### src/verilog/roa_pkg.sv
// Shared constants and types of the redundant owner arbiter.
// Assumes one 50 MHz clock shared by the device end and both owner ends.
package roa_pkg;

    // ==========================================================
    // Sides and connection status
    // ==========================================================
    localparam logic SIDE_A = 1'b0;
    localparam logic SIDE_B = 1'b1;
    localparam logic [7:0] GEN_STATUS_OK = 8'h00;
    localparam logic [7:0] GEN_STATUS_REJECT = 8'h01;
    localparam logic [15:0] EXT_STATUS_OK = 16'h0000;
    localparam logic [15:0] EXT_STATUS_PAIR = 16'h031D;

    // ==========================================================
    // Widths and timing
    // ==========================================================
    localparam int DATA_W = 16;
    localparam int CLK_HZ = 50_000_000;
    localparam int UPDATE_INTERVAL_MS = 25;
    localparam int UPDATE_CYCLES = (CLK_HZ / 1000) * UPDATE_INTERVAL_MS;

    // ==========================================================
    // Owner side register map over APB (byte addresses)
    // ==========================================================
    localparam logic [7:0] REG_CTRL = 8'h00;
    localparam logic [7:0] REG_DATA = 8'h04;
    localparam logic [7:0] REG_STAT = 8'h08;
    localparam logic [7:0] REG_ERR = 8'h0C;
    localparam int CTRL_CONNECT = 0;
    localparam int CTRL_REQUEST = 1;
    localparam int CTRL_WILLING = 2;
    localparam int CTRL_SIDE = 3;
    localparam int CTRL_RUN = 4;
    localparam logic [31:0] CTRL_RESET = 32'h0000_0000;

    typedef enum logic [2:0] {
        ROA_IDLE = 3'b001,
        ROA_OPEN = 3'b010,
        ROA_LIVE = 3'b100
    } roa_conn_t;

endpackage

### src/verilog/roa_link_if.sv
// Link between the arbitrating output device and its two owners.
// Assumes both ends run on the same clock; one modport per party.
`timescale 1ns/100ps
interface roa_link_if #(parameter int DW = 16);
    // Per side, index 0 is side A and index 1 is side B.
    logic [1:0] open_req;
    logic [1:0] open_side;
    logic [1:0] update;
    logic [1:0] req_bit;
    logic [1:0] will_bit;
    logic [DW-1:0] out_data_a;
    logic [DW-1:0] out_data_b;
    logic [1:0] conn_ack;
    logic [1:0] conn_rej;
    logic [7:0] gen_status;
    logic [15:0] ext_status;
    logic [1:0] link_up;
    logic [1:0] req_echo;
    logic [1:0] will_echo;
    logic has_active;
    logic active_side;

    modport device (
        input open_req, open_side, update, req_bit, will_bit,
        input out_data_a, out_data_b,
        output conn_ack, conn_rej, gen_status, ext_status,
        output link_up, req_echo, will_echo, has_active, active_side
    );
    modport owner (
        output open_req, open_side, update, req_bit, will_bit,
        output out_data_a, out_data_b,
        input conn_ack, conn_rej, gen_status, ext_status,
        input link_up, req_echo, will_echo, has_active, active_side
    );
endinterface

### src/verilog/roa_device.sv
// Device end: owner pairing, ownership arbitration and status echo.
// Assumes owners present flags as levels, sampled on update pulses.
`timescale 1ns/100ps
// Contract
// - Connections come as an A and B pair
// - Reject unpaired second connection, status 0x01/0x031D
// - Both connections carry identical configuration
// - Owner requests only after connection established
// - Both requesting: latest rising request wins
// - Only received rising edge counts as claim
// - No requests: willing side owns
// - No requests, both willing: side A
// - No flags at all: outputs idle
// - Report active owner and its side
// - Report link up and echo flags
// - Willing indication is one bit per owner
// - Unowned until requesting connection exists; code gives a willing side ownership without any request
// - Requester lost: move to willing side
// - Requester back: ownership returns to it
// - Secondary willing only after primary owns
// - Returning primary toggles request to retake
// - Secondary drops request after primary retakes
// - Owner clears flags on connection loss
// - Owner holds flags inactive until run
// - Owner update interval recommended 25 ms
module roa_device #(
    parameter int DW = roa_pkg::DATA_W,
    parameter logic [DW-1:0] IDLE_VALUE = '0
) (
    // Clock and reset
    input wire logic clk_i,
    input wire logic reset_i,
    // Link
    roa_link_if.device link,
    // Applied output
    output logic [DW-1:0] out_data_o,
    output logic out_idle_o
);
    // ==========================================================
    // Connection state per side
    // ==========================================================
    roa_pkg::roa_conn_t conn_ff [2];
    logic [1:0] rej_ff;
    logic [1:0] seen_ff;
    logic [7:0] gen_ff;
    logic [15:0] ext_ff;
    logic [1:0] req_ff;
    logic [1:0] will_ff;
    logic last_ff;
    logic own_ff;
    logic act_ff;
    logic [DW-1:0] out_ff;
    logic idle_ff;
    wire logic [1:0] up = {conn_ff[1] == roa_pkg::ROA_LIVE,
        conn_ff[0] == roa_pkg::ROA_LIVE};
    // Slot 0 must ask for side A and slot 1 for side B.
    wire logic [1:0] pair_ok = {link.open_side[1] == roa_pkg::SIDE_B,
        link.open_side[0] == roa_pkg::SIDE_A};
    wire logic [1:0] live_upd = link.update & up;
    // A slot's first live update only primes its claim history, so a
    // connection made with the request already set is no claim.
    wire logic [1:0] nxt_seen = (seen_ff | live_upd) & up;
    // Later live updates count a claim on a cleared to set change.
    wire logic [1:0] rise = live_upd & seen_ff & link.req_bit & ~req_ff;
    wire logic [1:0] nxt_req = (live_upd & link.req_bit) |
        (~live_upd & up & req_ff);
    wire logic [1:0] nxt_will = (live_upd & link.will_bit) |
        (~live_upd & up & will_ff);
    // Latest rising claim; B wins a same cycle tie as the later slot.
    wire logic nxt_last = rise[1] ? roa_pkg::SIDE_B :
        (rise[0] ? roa_pkg::SIDE_A : last_ff);

    // Arbitration over current flags; losses already clear them.
    function automatic logic [1:0] arbitrate(input logic [1:0] r,
        input logic [1:0] w, input logic last);
        // Returns {active, side}.
        if (r == 2'b11)
            arbitrate = {1'b1, last};
        else if (r[0])
            arbitrate = {1'b1, roa_pkg::SIDE_A};
        else if (r[1])
            arbitrate = {1'b1, roa_pkg::SIDE_B};
        else if (w[0])
            arbitrate = {1'b1, roa_pkg::SIDE_A};
        else if (w[1])
            arbitrate = {1'b1, roa_pkg::SIDE_B};
        else
            arbitrate = 2'b00;
    endfunction
    wire logic [1:0] nxt_arb = arbitrate(nxt_req, nxt_will, nxt_last);

    // ==========================================================
    // Connection open, reject and loss
    // ==========================================================
    // Next state of one slot; a wrong side waits, refused, in open.
    function automatic roa_pkg::roa_conn_t conn_step(
        input roa_pkg::roa_conn_t c, input logic want, input logic ok);
        case (c)
            roa_pkg::ROA_IDLE:
                conn_step = want ? roa_pkg::ROA_OPEN : roa_pkg::ROA_IDLE;
            roa_pkg::ROA_OPEN: begin
                if (!want)
                    conn_step = roa_pkg::ROA_IDLE;
                else if (ok)
                    conn_step = roa_pkg::ROA_LIVE;
                else
                    conn_step = roa_pkg::ROA_OPEN;
            end
            roa_pkg::ROA_LIVE:
                conn_step = want ? roa_pkg::ROA_LIVE : roa_pkg::ROA_IDLE;
            default:
                conn_step = roa_pkg::ROA_IDLE;
        endcase
    endfunction

    // Refusal stands while a wrong side waits and clears once closed.
    function automatic logic rej_step(input roa_pkg::roa_conn_t c,
        input logic want, input logic ok, input logic r);
        case (c)
            roa_pkg::ROA_IDLE:
                rej_step = want ? r : 1'b0;
            roa_pkg::ROA_OPEN:
                rej_step = want ? !ok : r;
            default:
                rej_step = r;
        endcase
    endfunction

    roa_pkg::roa_conn_t nxt_conn_a;
    roa_pkg::roa_conn_t nxt_conn_b;
    assign nxt_conn_a = conn_step(conn_ff[0], link.open_req[0], pair_ok[0]);
    assign nxt_conn_b = conn_step(conn_ff[1], link.open_req[1], pair_ok[1]);
    wire logic [1:0] nxt_rej = {
        rej_step(conn_ff[1], link.open_req[1], pair_ok[1], rej_ff[1]),
        rej_step(conn_ff[0], link.open_req[0], pair_ok[0], rej_ff[0])};

    // One process keeps both slots so every register has one driver.
    always_ff @(posedge clk_i) begin
        if (reset_i) begin
            conn_ff[0] <= roa_pkg::ROA_IDLE;
            conn_ff[1] <= roa_pkg::ROA_IDLE;
            rej_ff <= 2'b00;
        end else begin
            conn_ff[0] <= nxt_conn_a;
            conn_ff[1] <= nxt_conn_b;
            rej_ff <= nxt_rej;
        end
    end

    // ==========================================================
    // Received flags and claim history
    // ==========================================================
    // Echoes hold the last flags received on a live path.
    // A lost slot clears its echoes and claim history; last_ff still holds the latest claiming side.
    always_ff @(posedge clk_i) begin
        if (reset_i) begin
            seen_ff <= 2'b00;
            req_ff <= 2'b00;
            will_ff <= 2'b00;
            last_ff <= roa_pkg::SIDE_A;
        end else begin
            seen_ff <= nxt_seen;
            req_ff <= nxt_req;
            will_ff <= nxt_will;
            last_ff <= nxt_last;
        end
    end

    // ==========================================================
    // Ownership, status and output
    // ==========================================================
    wire logic any_rej = |rej_ff;
    always_ff @(posedge clk_i) begin
        if (reset_i) begin
            gen_ff <= roa_pkg::GEN_STATUS_OK;
            ext_ff <= roa_pkg::EXT_STATUS_OK;
            own_ff <= roa_pkg::SIDE_A;
            act_ff <= 1'b0;
            out_ff <= IDLE_VALUE;
            idle_ff <= 1'b1;
        end else begin
            gen_ff <= any_rej ? roa_pkg::GEN_STATUS_REJECT
                : roa_pkg::GEN_STATUS_OK;
            ext_ff <= any_rej ? roa_pkg::EXT_STATUS_PAIR
                : roa_pkg::EXT_STATUS_OK;
            act_ff <= nxt_arb[1];
            own_ff <= nxt_arb[0];
            idle_ff <= !nxt_arb[1];
            if (!nxt_arb[1])
                out_ff <= IDLE_VALUE;
            else if (nxt_arb[0] == roa_pkg::SIDE_B)
                out_ff <= link.out_data_b;
            else
                out_ff <= link.out_data_a;
        end
    end

    assign link.conn_ack = up;
    assign link.conn_rej = rej_ff;
    assign link.gen_status = gen_ff;
    assign link.ext_status = ext_ff;
    assign link.link_up = up;
    assign link.req_echo = req_ff;
    assign link.will_echo = will_ff;
    assign link.has_active = act_ff;
    assign link.active_side = own_ff;
    assign out_data_o = out_ff;
    assign out_idle_o = idle_ff;
endmodule

### src/flat_wrapper.sv
// flat-port wrapper written by rule: the top's interface ports become plain ports
module roa_device_flat 
#(
    parameter int DW = roa_pkg::DATA_W,
    parameter logic [DW-1:0] IDLE_VALUE = '0
)
  (clk_i, reset_i, out_data_o, out_idle_o, link_open_req, link_open_side, link_update, link_req_bit, link_will_bit, link_out_data_a, link_out_data_b, link_conn_ack, link_conn_rej, link_gen_status, link_ext_status, link_link_up, link_req_echo, link_will_echo, link_has_active, link_active_side);
  roa_link_if #(.DW(DW)) link_i ();
  input wire logic clk_i;
  input wire logic reset_i;
  output logic [DW-1:0] out_data_o;
  output logic out_idle_o;
  input wire logic [$bits(link_i.open_req)-1:0] link_open_req;
  input wire logic [$bits(link_i.open_side)-1:0] link_open_side;
  input wire logic [$bits(link_i.update)-1:0] link_update;
  input wire logic [$bits(link_i.req_bit)-1:0] link_req_bit;
  input wire logic [$bits(link_i.will_bit)-1:0] link_will_bit;
  input wire logic [$bits(link_i.out_data_a)-1:0] link_out_data_a;
  input wire logic [$bits(link_i.out_data_b)-1:0] link_out_data_b;
  output wire logic [$bits(link_i.conn_ack)-1:0] link_conn_ack;
  output wire logic [$bits(link_i.conn_rej)-1:0] link_conn_rej;
  output wire logic [$bits(link_i.gen_status)-1:0] link_gen_status;
  output wire logic [$bits(link_i.ext_status)-1:0] link_ext_status;
  output wire logic [$bits(link_i.link_up)-1:0] link_link_up;
  output wire logic [$bits(link_i.req_echo)-1:0] link_req_echo;
  output wire logic [$bits(link_i.will_echo)-1:0] link_will_echo;
  output wire logic [$bits(link_i.has_active)-1:0] link_has_active;
  output wire logic [$bits(link_i.active_side)-1:0] link_active_side;
  assign link_i.open_req = link_open_req;
  assign link_i.open_side = link_open_side;
  assign link_i.update = link_update;
  assign link_i.req_bit = link_req_bit;
  assign link_i.will_bit = link_will_bit;
  assign link_i.out_data_a = link_out_data_a;
  assign link_i.out_data_b = link_out_data_b;
  assign link_conn_ack = link_i.conn_ack;
  assign link_conn_rej = link_i.conn_rej;
  assign link_gen_status = link_i.gen_status;
  assign link_ext_status = link_i.ext_status;
  assign link_link_up = link_i.link_up;
  assign link_req_echo = link_i.req_echo;
  assign link_will_echo = link_i.will_echo;
  assign link_has_active = link_i.has_active;
  assign link_active_side = link_i.active_side;
  roa_device #(.DW(DW), .IDLE_VALUE(IDLE_VALUE)) u_core (.clk_i(clk_i), .reset_i(reset_i), .link(link_i), .out_data_o(out_data_o), .out_idle_o(out_idle_o));
endmodule
### config.mk
export PLATFORM = sky130hd
export DESIGN_NAME = roa_device_flat
export DESIGN_NICKNAME = d
export VERILOG_FILES = /design/src/verilog/roa_pkg.sv /design/src/verilog/roa_link_if.sv /design/src/verilog/roa_device.sv /design/src/flat_wrapper.sv
export SDC_FILE = /design/constraint.sdc
export NUM_CORES = 1
export LEC_CHECK = 0
export ABC_AREA = 1
export BUFFER_PORTS_ARGS = -buffer_cell sky130_fd_sc_hd__buf_2
export CORE_ASPECT_RATIO = 1.2
export CORE_MARGIN = 8
export CORE_UTILIZATION = 47
export DETAILED_ROUTE_END_ITERATION = 8
export GPL_TIMING_DRIVEN = 0
export PLACE_DENSITY = 0.84
export SLEW_MARGIN = 20
export SYNTH_ARGS = -nofsm -noshare
export SYNTH_HDL_FRONTEND = slang
export SYNTH_SLANG_ARGS = --single-unit
### constraint.sdc
create_clock -name clk_i -period 3.5 [get_ports clk_i]
set_input_delay 0 -clock clk_i [delete_from_list [all_inputs] [get_ports clk_i]]
set_output_delay 0 -clock clk_i [all_outputs]
set_load 0.03 [all_outputs]
==> results.txt, run 1 <==
For the worst setup path, the data arrival time is 1870 ps. For the row count, the log shows 24. The logs give 0 for the total grt overflow and 3680 ps for the data required time at the worst endpoint. During placement, the flow inserted port buffers numbering 79. The first routing iteration left 79 violations. The first global-routing pass estimated 8.05 mm of wire. For this configuration, the core starts out at a cell density of 48.1%. TritonCTS built the clock tree. The logs give 192 uV for the worst voltage drop across the vdd grid and 701 sq um for the sequential cell area. For the final-report hold violation count, the log shows 0. For the CTS buffer count, the log shows 5.

The run finished with clean final reports. The tools report the number of buffers between clock root and the deepest sink as 2. Averaged over all synthesized cells, the footprint is 7.32 sq um. For the final setup violation count, the log shows 0. The number of cells in the design after placement was 369. The congestion estimate from routability-driven global placement came to 0.806. Clock-pin slew was measured on the worst setup and hold paths at 70 ps. The top cell type's share of synthesized area is 40.7%, and the via-per-instance ratio is 4.74.

The leading area contributor after synthesis was sky130_fd_sc_hd__dfxtp_1. Cell at the root of the clock tree: sky130_fd_sc_hd__clkbuf_8. The final antenna diode count was 0. Half-perimeter wire length of the detailed placement result: 3.64 mm. The tools report the cts-stage hold buffer count as 18.

Horizontal die dimension: 71.2 um. The run gives 0 as the number of warning messages in the yosys log. The cell area after technology mapping was 1720 sq um.

Timing analysis after detailed placement gives a worst setup slack of 1830 ps. Max-cap violations in this run came to 0. The cell count after synthesis came out at 235. The multi-input combinational cells in the finished layout cover a total of 716 sq um.

The netlist uses 25 different library cells. By area the synthesized netlist is led by sky130_fd_sc_hd__dfxtp_1, sky130_fd_sc_hd__buf_4, sky130_fd_sc_hd__nor2_1. Setup repair after global routing left no endpoint under its margin.

The placed instances occupy a cell area of 2220 sq um. The critical path is of the reg2reg type. The die is 82.3 um tall. The launching element type of the critical path is a flop. Counting the fill cells in the layout gives 298. For the number of buffers added for setup after CTS, the log shows 0.

The share of the Yosys chip area taken by registers is 40.7%. The final setup skew was 2.83 ps; the synthesized flop and latch total was 35. Dividing the detail-routed wire length by the instance count gives 12.3 um. After floorplanning, the core was sized to cover 3570 sq um. The final setup slack of the worst path came out at 1810 ps. The floorplan step defined a die boundary enclosing 5860 sq um. The tightest min-delay check is of the in2reg type. Summed over all cells, the static leakage comes to 1.43 nW. The final critical path time including I/O delays and setup is 1690 ps, and the count of nets left with antenna violations after detail routing is 0. Across every metal layer, demand over resource in global routing totals 17.3%.

From synthesis to final layout, the design area changed by 45.6%. The final critical path takes up 48.4% of the cycle. At the later pin of the worst-skew pair, clock insertion delay measures 280 ps. The number of pins exceeding their max-slew limit in the final report was 0.

The finished layout holds 395 standard cells, fillers aside. The proportion of layout cells with a drive suffix above 1 works out to 37.4%. Peak fanout along the critical path: 10. The number of global-route vias before repair is 1874. The largest net degree at the start of global routing came out at 11.

The logs give 4.86 mm for the final routed wirelength across all metal layers and 2500 sq um for the summed area of non-filler cells in the final layout. The element type at the critical path end is a flop. Across all layers, the routed design uses 1874 vias. In the routed design, unresolved DRC markers number 0. After routing, the total negative slack on setup checks comes to 0 ps.

The length of the first detailed-routing pass in iterations was 4. The total power divided by cell area came out at 333 nW/um^2. The clock tree synthesis step divided the H-tree into 2 levels.

The number of cells upsized or downsized after cts was 0; the clock sink count was 35. The tools report the layout net count as 399. The upper clock frequency limit is 591 MHz. 97 I/O pins were placed. Initial antenna violation count: 0.
## worst max-delay path: stages (launching register included)
cell and delay (ps):
sky130_fd_sc_hd__dfxtp_1 350, sky130_fd_sc_hd__nor2_1 190, sky130_fd_sc_hd__nand4_1 170, sky130_fd_sc_hd__o21ai_1 200, sky130_fd_sc_hd__nand2_1 80, sky130_fd_sc_hd__nand2_2 120, sky130_fd_sc_hd__buf_2 240, sky130_fd_sc_hd__nand3_1 100
sky130_fd_sc_hd__nand2_1 90, sky130_fd_sc_hd__nor2_1 50
## report_power, final
part           switching, W  leakage (nW)  total [W]  internal [W]
sequential       0.00000436         0.283   0.000406      0.000402
clock              0.000132        0.0515   0.000312      0.000179
combinational     0.0000605          1.10   0.000116     0.0000555
total              0.000197          1.43   0.000834      0.000637
## cell type report
type | instances | area share, %
well taps | 39 | 1.95
clock buffers | 8 | 4.00
plain buffers | 33 | 9.49
inverters | 33 | 5.04
multi-input cells | 150 | 28.6
flip-flops and latches | 35 | 28.0
repair buffers | 97 | 23.0
## per-stage QoR
step	hold slack (ps)	utilization, %	total power [W]
5_1_grt	22.9	70.1	0.000875
4_1_cts	4.94	70.1	0.000842
2_1_floorplan	132	-	0.000481
6_report	13.3	70.1	0.000834
3_3_place_gp	221	62.3	0.000511
3_5_place_dp	225	62.3	0.000513
## state kept, by name, summed over array words and instances, names as in the netlist
register	flops
u_core.conn_ff	6
u_core.last_ff	1
u_core.link.active_side	1
u_core.link.conn_rej	2
u_core.link.ext_status	1
u_core.link.has_active	1
u_core.link.req_echo	2
u_core.link.will_echo	2
u_core.out_data_o	16
u_core.out_idle_o	1
u_core.seen_ff	2
## synthesized netlist by cell type
| cell type | instances |
|---|---|
| sky130_fd_sc_hd__nor3_1 | 1 |
| sky130_fd_sc_hd__buf_2 | 4 |
| sky130_fd_sc_hd__inv_2 | 2 |
| sky130_fd_sc_hd__nand2_2 | 3 |
| sky130_fd_sc_hd__nand3_2 | 2 |
| sky130_fd_sc_hd__nand4_1 | 7 |
| sky130_fd_sc_hd__clkbuf_1 | 1 |
| sky130_fd_sc_hd__nand2_1 | 29 |
| sky130_fd_sc_hd__nor3_4 | 1 |
| sky130_fd_sc_hd__inv_4 | 1 |
| sky130_fd_sc_hd__nor2_4 | 1 |
| sky130_fd_sc_hd__nand3_1 | 19 |
| sky130_fd_sc_hd__a21oi_4 | 1 |
| sky130_fd_sc_hd__o211ai_1 | 3 |
| sky130_fd_sc_hd__o21ai_0 | 4 |
| sky130_fd_sc_hd__nor2_2 | 3 |
| sky130_fd_sc_hd__buf_6 | 1 |
| sky130_fd_sc_hd__buf_4 | 27 |
| sky130_fd_sc_hd__a21oi_1 | 24 |
| sky130_fd_sc_hd__o21ai_1 | 1 |
| sky130_fd_sc_hd__or2_2 | 1 |
| sky130_fd_sc_hd__inv_1 | 30 |
| sky130_fd_sc_hd__conb_1 | 1 |
| sky130_fd_sc_hd__dfxtp_1 | 35 |
| sky130_fd_sc_hd__nor2_1 | 33 |
## layout by cell type, fill, tap and decap left out, types with 2 or more instances in the layout
master	count
sky130_fd_sc_hd__buf_2	83
sky130_fd_sc_hd__dfxtp_1	35
sky130_fd_sc_hd__nor2_1	33
sky130_fd_sc_hd__inv_1	30
sky130_fd_sc_hd__nand2_1	29
sky130_fd_sc_hd__buf_4	27
sky130_fd_sc_hd__a21oi_1	24
sky130_fd_sc_hd__nand3_1	19
sky130_fd_sc_hd__dlygate4sd3_1	18
sky130_fd_sc_hd__conb_1	17
sky130_fd_sc_hd__nand4_1	7
sky130_fd_sc_hd__clkbuf_8	7
sky130_fd_sc_hd__o21ai_0	4
sky130_fd_sc_hd__nand2_2	3
sky130_fd_sc_hd__nor2_2	3
sky130_fd_sc_hd__o211ai_1	3
sky130_fd_sc_hd__inv_2	2
sky130_fd_sc_hd__clkbuf_1	2
sky130_fd_sc_hd__nand3_2	2
## cells by family after synthesis
kind of cell	count (synthesis)	synth area share (%)
simple gates	100	27.2
buf+inv	66	21.2
flops	35	40.7
compound gates	33	10.7
other cells	1	0.218
## worst paths after layout
kind                           start                         to  slack [ps]  depth (start not counted)
max reg2reg     u_core.conn_ff[0][0]       u_core.out_data_o[5]        1810                          9
min reg2reg  u_core.link.conn_rej[1]  u_core.link.ext_status[8]         490                          2
max             u_core.conn_ff[0][0]       u_core.out_data_o[5]        1810                          9
min                 link_open_req[1]       u_core.conn_ff[0][3]          10                          2
## metal layers
layer,vias to the layer above,global-route usage (%),share of wire (%)
li1,938,-,-
met1,839,14.6,36
met2,86,33.5,51
met3,11,9.18,11
met4,0,6.67,1.8
met5,-,0,0
No activity file was read; power rests on OpenSTA's default activity.
==> run 2, diff against run 1 <==
--- a/config.mk
+++ b/config.mk
@@ -9,10 +9,10 @@
 export BUFFER_PORTS_ARGS = -buffer_cell sky130_fd_sc_hd__buf_2
 export CORE_ASPECT_RATIO = 1.2
 export CORE_MARGIN = 8
-export CORE_UTILIZATION = 47
+export CORE_UTILIZATION = 44
 export DETAILED_ROUTE_END_ITERATION = 8
 export GPL_TIMING_DRIVEN = 0
-export PLACE_DENSITY = 0.84
+export PLACE_DENSITY = 0.8
 export SLEW_MARGIN = 20
 export SYNTH_ARGS = -nofsm -noshare
 export SYNTH_HDL_FRONTEND = slang
==> constraint.sdc (replaced) <==
create_clock -name clk_i -period 1.6 [get_ports clk_i]
set_input_delay 0 -clock clk_i [delete_from_list [all_inputs] [get_ports clk_i]]
set_output_delay 0 -clock clk_i [all_outputs]
set_load 0.03 [all_outputs]
==> run 2 against run 1 <==
Via count shrank 2.4%. Clock-buffer cell count shrank 3. Non-clock buffer count grew 6. Critical path depth is the same. Flip-flop and latch count is the same. Sequential power grew 120%. Hold slack gained 4.0 ps. Register-to-register slack lost 1700 ps. Sequential share of layout area shrank 1.9 points. Die area grew 5.4%. Critical path type unchanged.
==> results.txt, run 2 (synthesis gave the netlist of run 1 again) <==
The flow ran to the end, and the final reports show no timing, DRC or antenna violations. TritonCTS built the clock tree. The internal power component was 0.00163 W (+160%); the number of remaining DRC errors was 0 (unchanged). The run gives 0.000471 W (+140%) as the net switching power. Core footprint: 3850 sq um (+7.7%).

Setup slack at placement: -32.8 ps (-1860 ps). The total grt overflow came out at 0 (unchanged). The detail-routed net length per standard cell is 11.6 um (-5.8%). The final critical path time including I/O delays and setup came out at 1490 ps (-204 ps).

The final routed wirelength across all metal layers is 4.82 mm (-0.74%), and the placed standard-cell area is 2260 sq um (+1.5%). Setup total negative slack: 0 ps (unchanged). The tools report the total track usage as 15.7% (-1.6 points). The run gives 290 ps (about the same) as the worst-skew pair later-pin latency. The tools report the wire length of the first global-routing pass as 7.96 mm (-1.1%). The total power divided by cell area was 776 nW/um^2 (+130%); the iteration-0 DRC count of the detailed router was 75 (-5.1%). The H-tree level count was 2 (unchanged); the count of port buffers added during placement was 79 (unchanged).

The number of buffer and inverter instances along the worst setup path came out at 2 (+1). The final antenna diode count is 0 (unchanged). In this run the worst setup path begins at u_core.conn_ff[0][3].

The proportion of layout cells with a drive suffix above 1 came out at 42.8% (+5.5 points). The start of the worst register-to-register path was u_core.conn_ff[0][3]. The peak fanout along the critical path is 10 (unchanged), and the reported leakage power is 1.51 nW (+5.3%). The run gives 0 (unchanged) as the count of nets left with antenna violations after detail routing.

The depth of the worst register-to-register path was 9 (unchanged). The length of the first detailed-routing pass in iterations is 4 (unchanged). The die height was 84.5 um (+2.7%); the routability-driven placement congestion ratio was 0.814 (+1.0%). The worst hold path depth is 2 (unchanged), and the final setup violation count is 0 (unchanged).

The I/O pin total is 97 (unchanged), and the number of global-route vias before repair is 1894 (+1.1%). The run gives 1670 ps (-200 ps) as the endpoint arrival time on the critical path. On the critical path the largest part of the delay comes from simple AND/OR/NAND/NOR gates.

The max-capacitance violation count was 0 (unchanged). The worst min-delay path category is in2reg. For the number of pins exceeding their max-slew limit in the final report, the log shows 0 (unchanged).

The endpoint identified for the worst register-to-register timing path is u_core.out_data_o[8]. Leaving out fill and tap cells, the most frequent cell in the layout is sky130_fd_sc_hd__buf_2. Period utilization: 93.1% (+45 points). In this run the most critical hold path is launched from link_open_req[1]. The logs give 8.71 ps (+5.88 ps) for the final setup skew and 2710 sq um (+8.0%) for the summed area of non-filler cells in the final layout. Number of buffers between clock root and the deepest sink: 2 (unchanged).

The area overhead of the layout relative to synthesis is 57.2%. The flip-flop count of the largest register, all copies and words added works out to 16 (unchanged). The worst voltage drop across the vdd grid is 540 uV (+180%), and the horizontal die dimension is 73.1 um (+2.6%). The library cells used most frequently in the layout, excluding fill and tap cells, are sky130_fd_sc_hd__buf_2, sky130_fd_sc_hd__nor2_1, sky130_fd_sc_hd__dfxtp_1. The tools report the CTS buffer count as 5 (unchanged). The clock edge transition at the registers on the reported setup and hold paths works out to 80 ps (about the same). Cell at the root of the clock tree: sky130_fd_sc_hd__clkbuf_8.

The final-report hold violation count is 0 (unchanged), and the layout net count is 405 (+1.5%). The tools report the clock sink count as 35 (unchanged). Hold-critical path endpoint: u_core.conn_ff[0][3].

STA classifies the critical path endpoint as a flop. Starting density of the core: 44.7% (-3.4 points). Via-per-instance ratio: 4.40 (-7.3%). The initial antenna violation count came out at 0 (unchanged).

Traced cell by cell, the critical path runs through nor2_4, nand4_1, nand2_2, inv_2, nand2_4, nand3_4, buf_6, a21oi_2, nor2_1. The slowest stage of the critical path belongs to the cell sky130_fd_sc_hd__dfxtp_2. The fraction of power spent switching nets came out at 22.4% (-1.2 points). The critical path in this run is classified as reg2reg. The run gives 1829 (-2.4%) as the via count. The relative contribution of the clock network to total power is 45.1% (+7.7 points). For the die area, the log shows 6170 sq um (+5.4%). The share of power burned in combinational logic was 12.5% (-1.4 points).

The tools report the upper clock frequency limit as 671 MHz (+14%). The slack of the worst reg-to-reg path was 110 ps (-1700 ps); the data required time at the worst endpoint was 1780 ps (-1900 ps). The tools report the largest net degree at the start of global routing as 13 (+2). The final setup slack of the worst path came out at 110 ps (-1700 ps).

The logs give 3.51 mm (-3.7%) for the half-perimeter wire length of the detailed placement result and 25 (+4.2%) for the row count. The worst setup path is launched from a flop. For the sequential power share, the log shows 42.3% (-6.4 points).

The delay of the slowest critical-path stage was 330 ps (-20 ps).
[run 2: metal layers]
| layer | vias to the layer above | track usage, % | wire (um) |
|---|---|---|---|
| li1 | 947 | - | - |
| met1 | 800 | 15.0 | 1700 |
| met2 | 78 | 27.4 | 2440 |
| met3 | 4 | 9.77 | 650 |
| met4 | 0 | 3.65 | 29 |
| met5 | - | 0 | 0 |
[run 2: how the worst max path moves through the flow]
stage	end	slack, ps	depth (start not counted)
2_1_floorplan	u_core.out_data_o[10]	-20	9
3_3_place_gp	u_core.out_data_o[10]	-4	9
3_5_place_dp	u_core.out_data_o[8]	-30	9
4_1_cts	u_core.out_data_o[6]	0.2	9
5_1_grt	u_core.out_data_o[5]	-20	9
6_report	u_core.out_data_o[8]	110	9
[run 2: through the flow]
stage | total power [W] | std cells | utilization (%) | hold WS, ps
after floorplan | 0.00105 | 251 | - | 132
after global placement | 0.00112 | 384 | 58.7 | 217
after detailed placement | 0.00112 | 384 | 58.7 | 224
after CTS | 0.00210 | 413 | 67.7 | 16.6
after global routing | 0.00219 | 416 | 70.3 | 26.0
final | 0.00210 | 416 | 70.3 | 17.3
[run 2: area by class of cell]
cell class / instances / area, sq um
fillers: 286 / 1140
multi-input cells: 150 / 777
flip-flops and latches: 35 / 704
repair buffers: 103 / 623
plain buffers: 33 / 270
inverters: 33 / 126
clock buffers: 5 / 68.8
clock inverters: 3 / 67.6
well taps: 54 / 67.6
[run 2: worst reg2reg max path, delay by kind of cell (launching register included)]
family | cells | cell delay (ps)
flops | 1 | 330
simple gates | 6 | 670
buf+inv | 2 | 240
compound gates | 1 | 150
[run 2: power by group through the flow]
stage	Combinational [W]	Sequential, W	Clock, W
final	0.000263	0.000889	0.000948
after floorplan	0.000145	0.000908	0
after detailed placement	0.000213	0.000908	0
after CTS	0.000249	0.000887	0.000962
after global routing	0.000290	0.000891	0.00101
after global placement	0.000209	0.000907	0
[run 2: repair_timing]
item,CTS,global route
buffers inserted,2,3
setup endpoints to repair,13,17
endpoints found under the hold margin,19,0
pin swaps,1,5
gates resized for setup,2,22
hold buffers,19,0
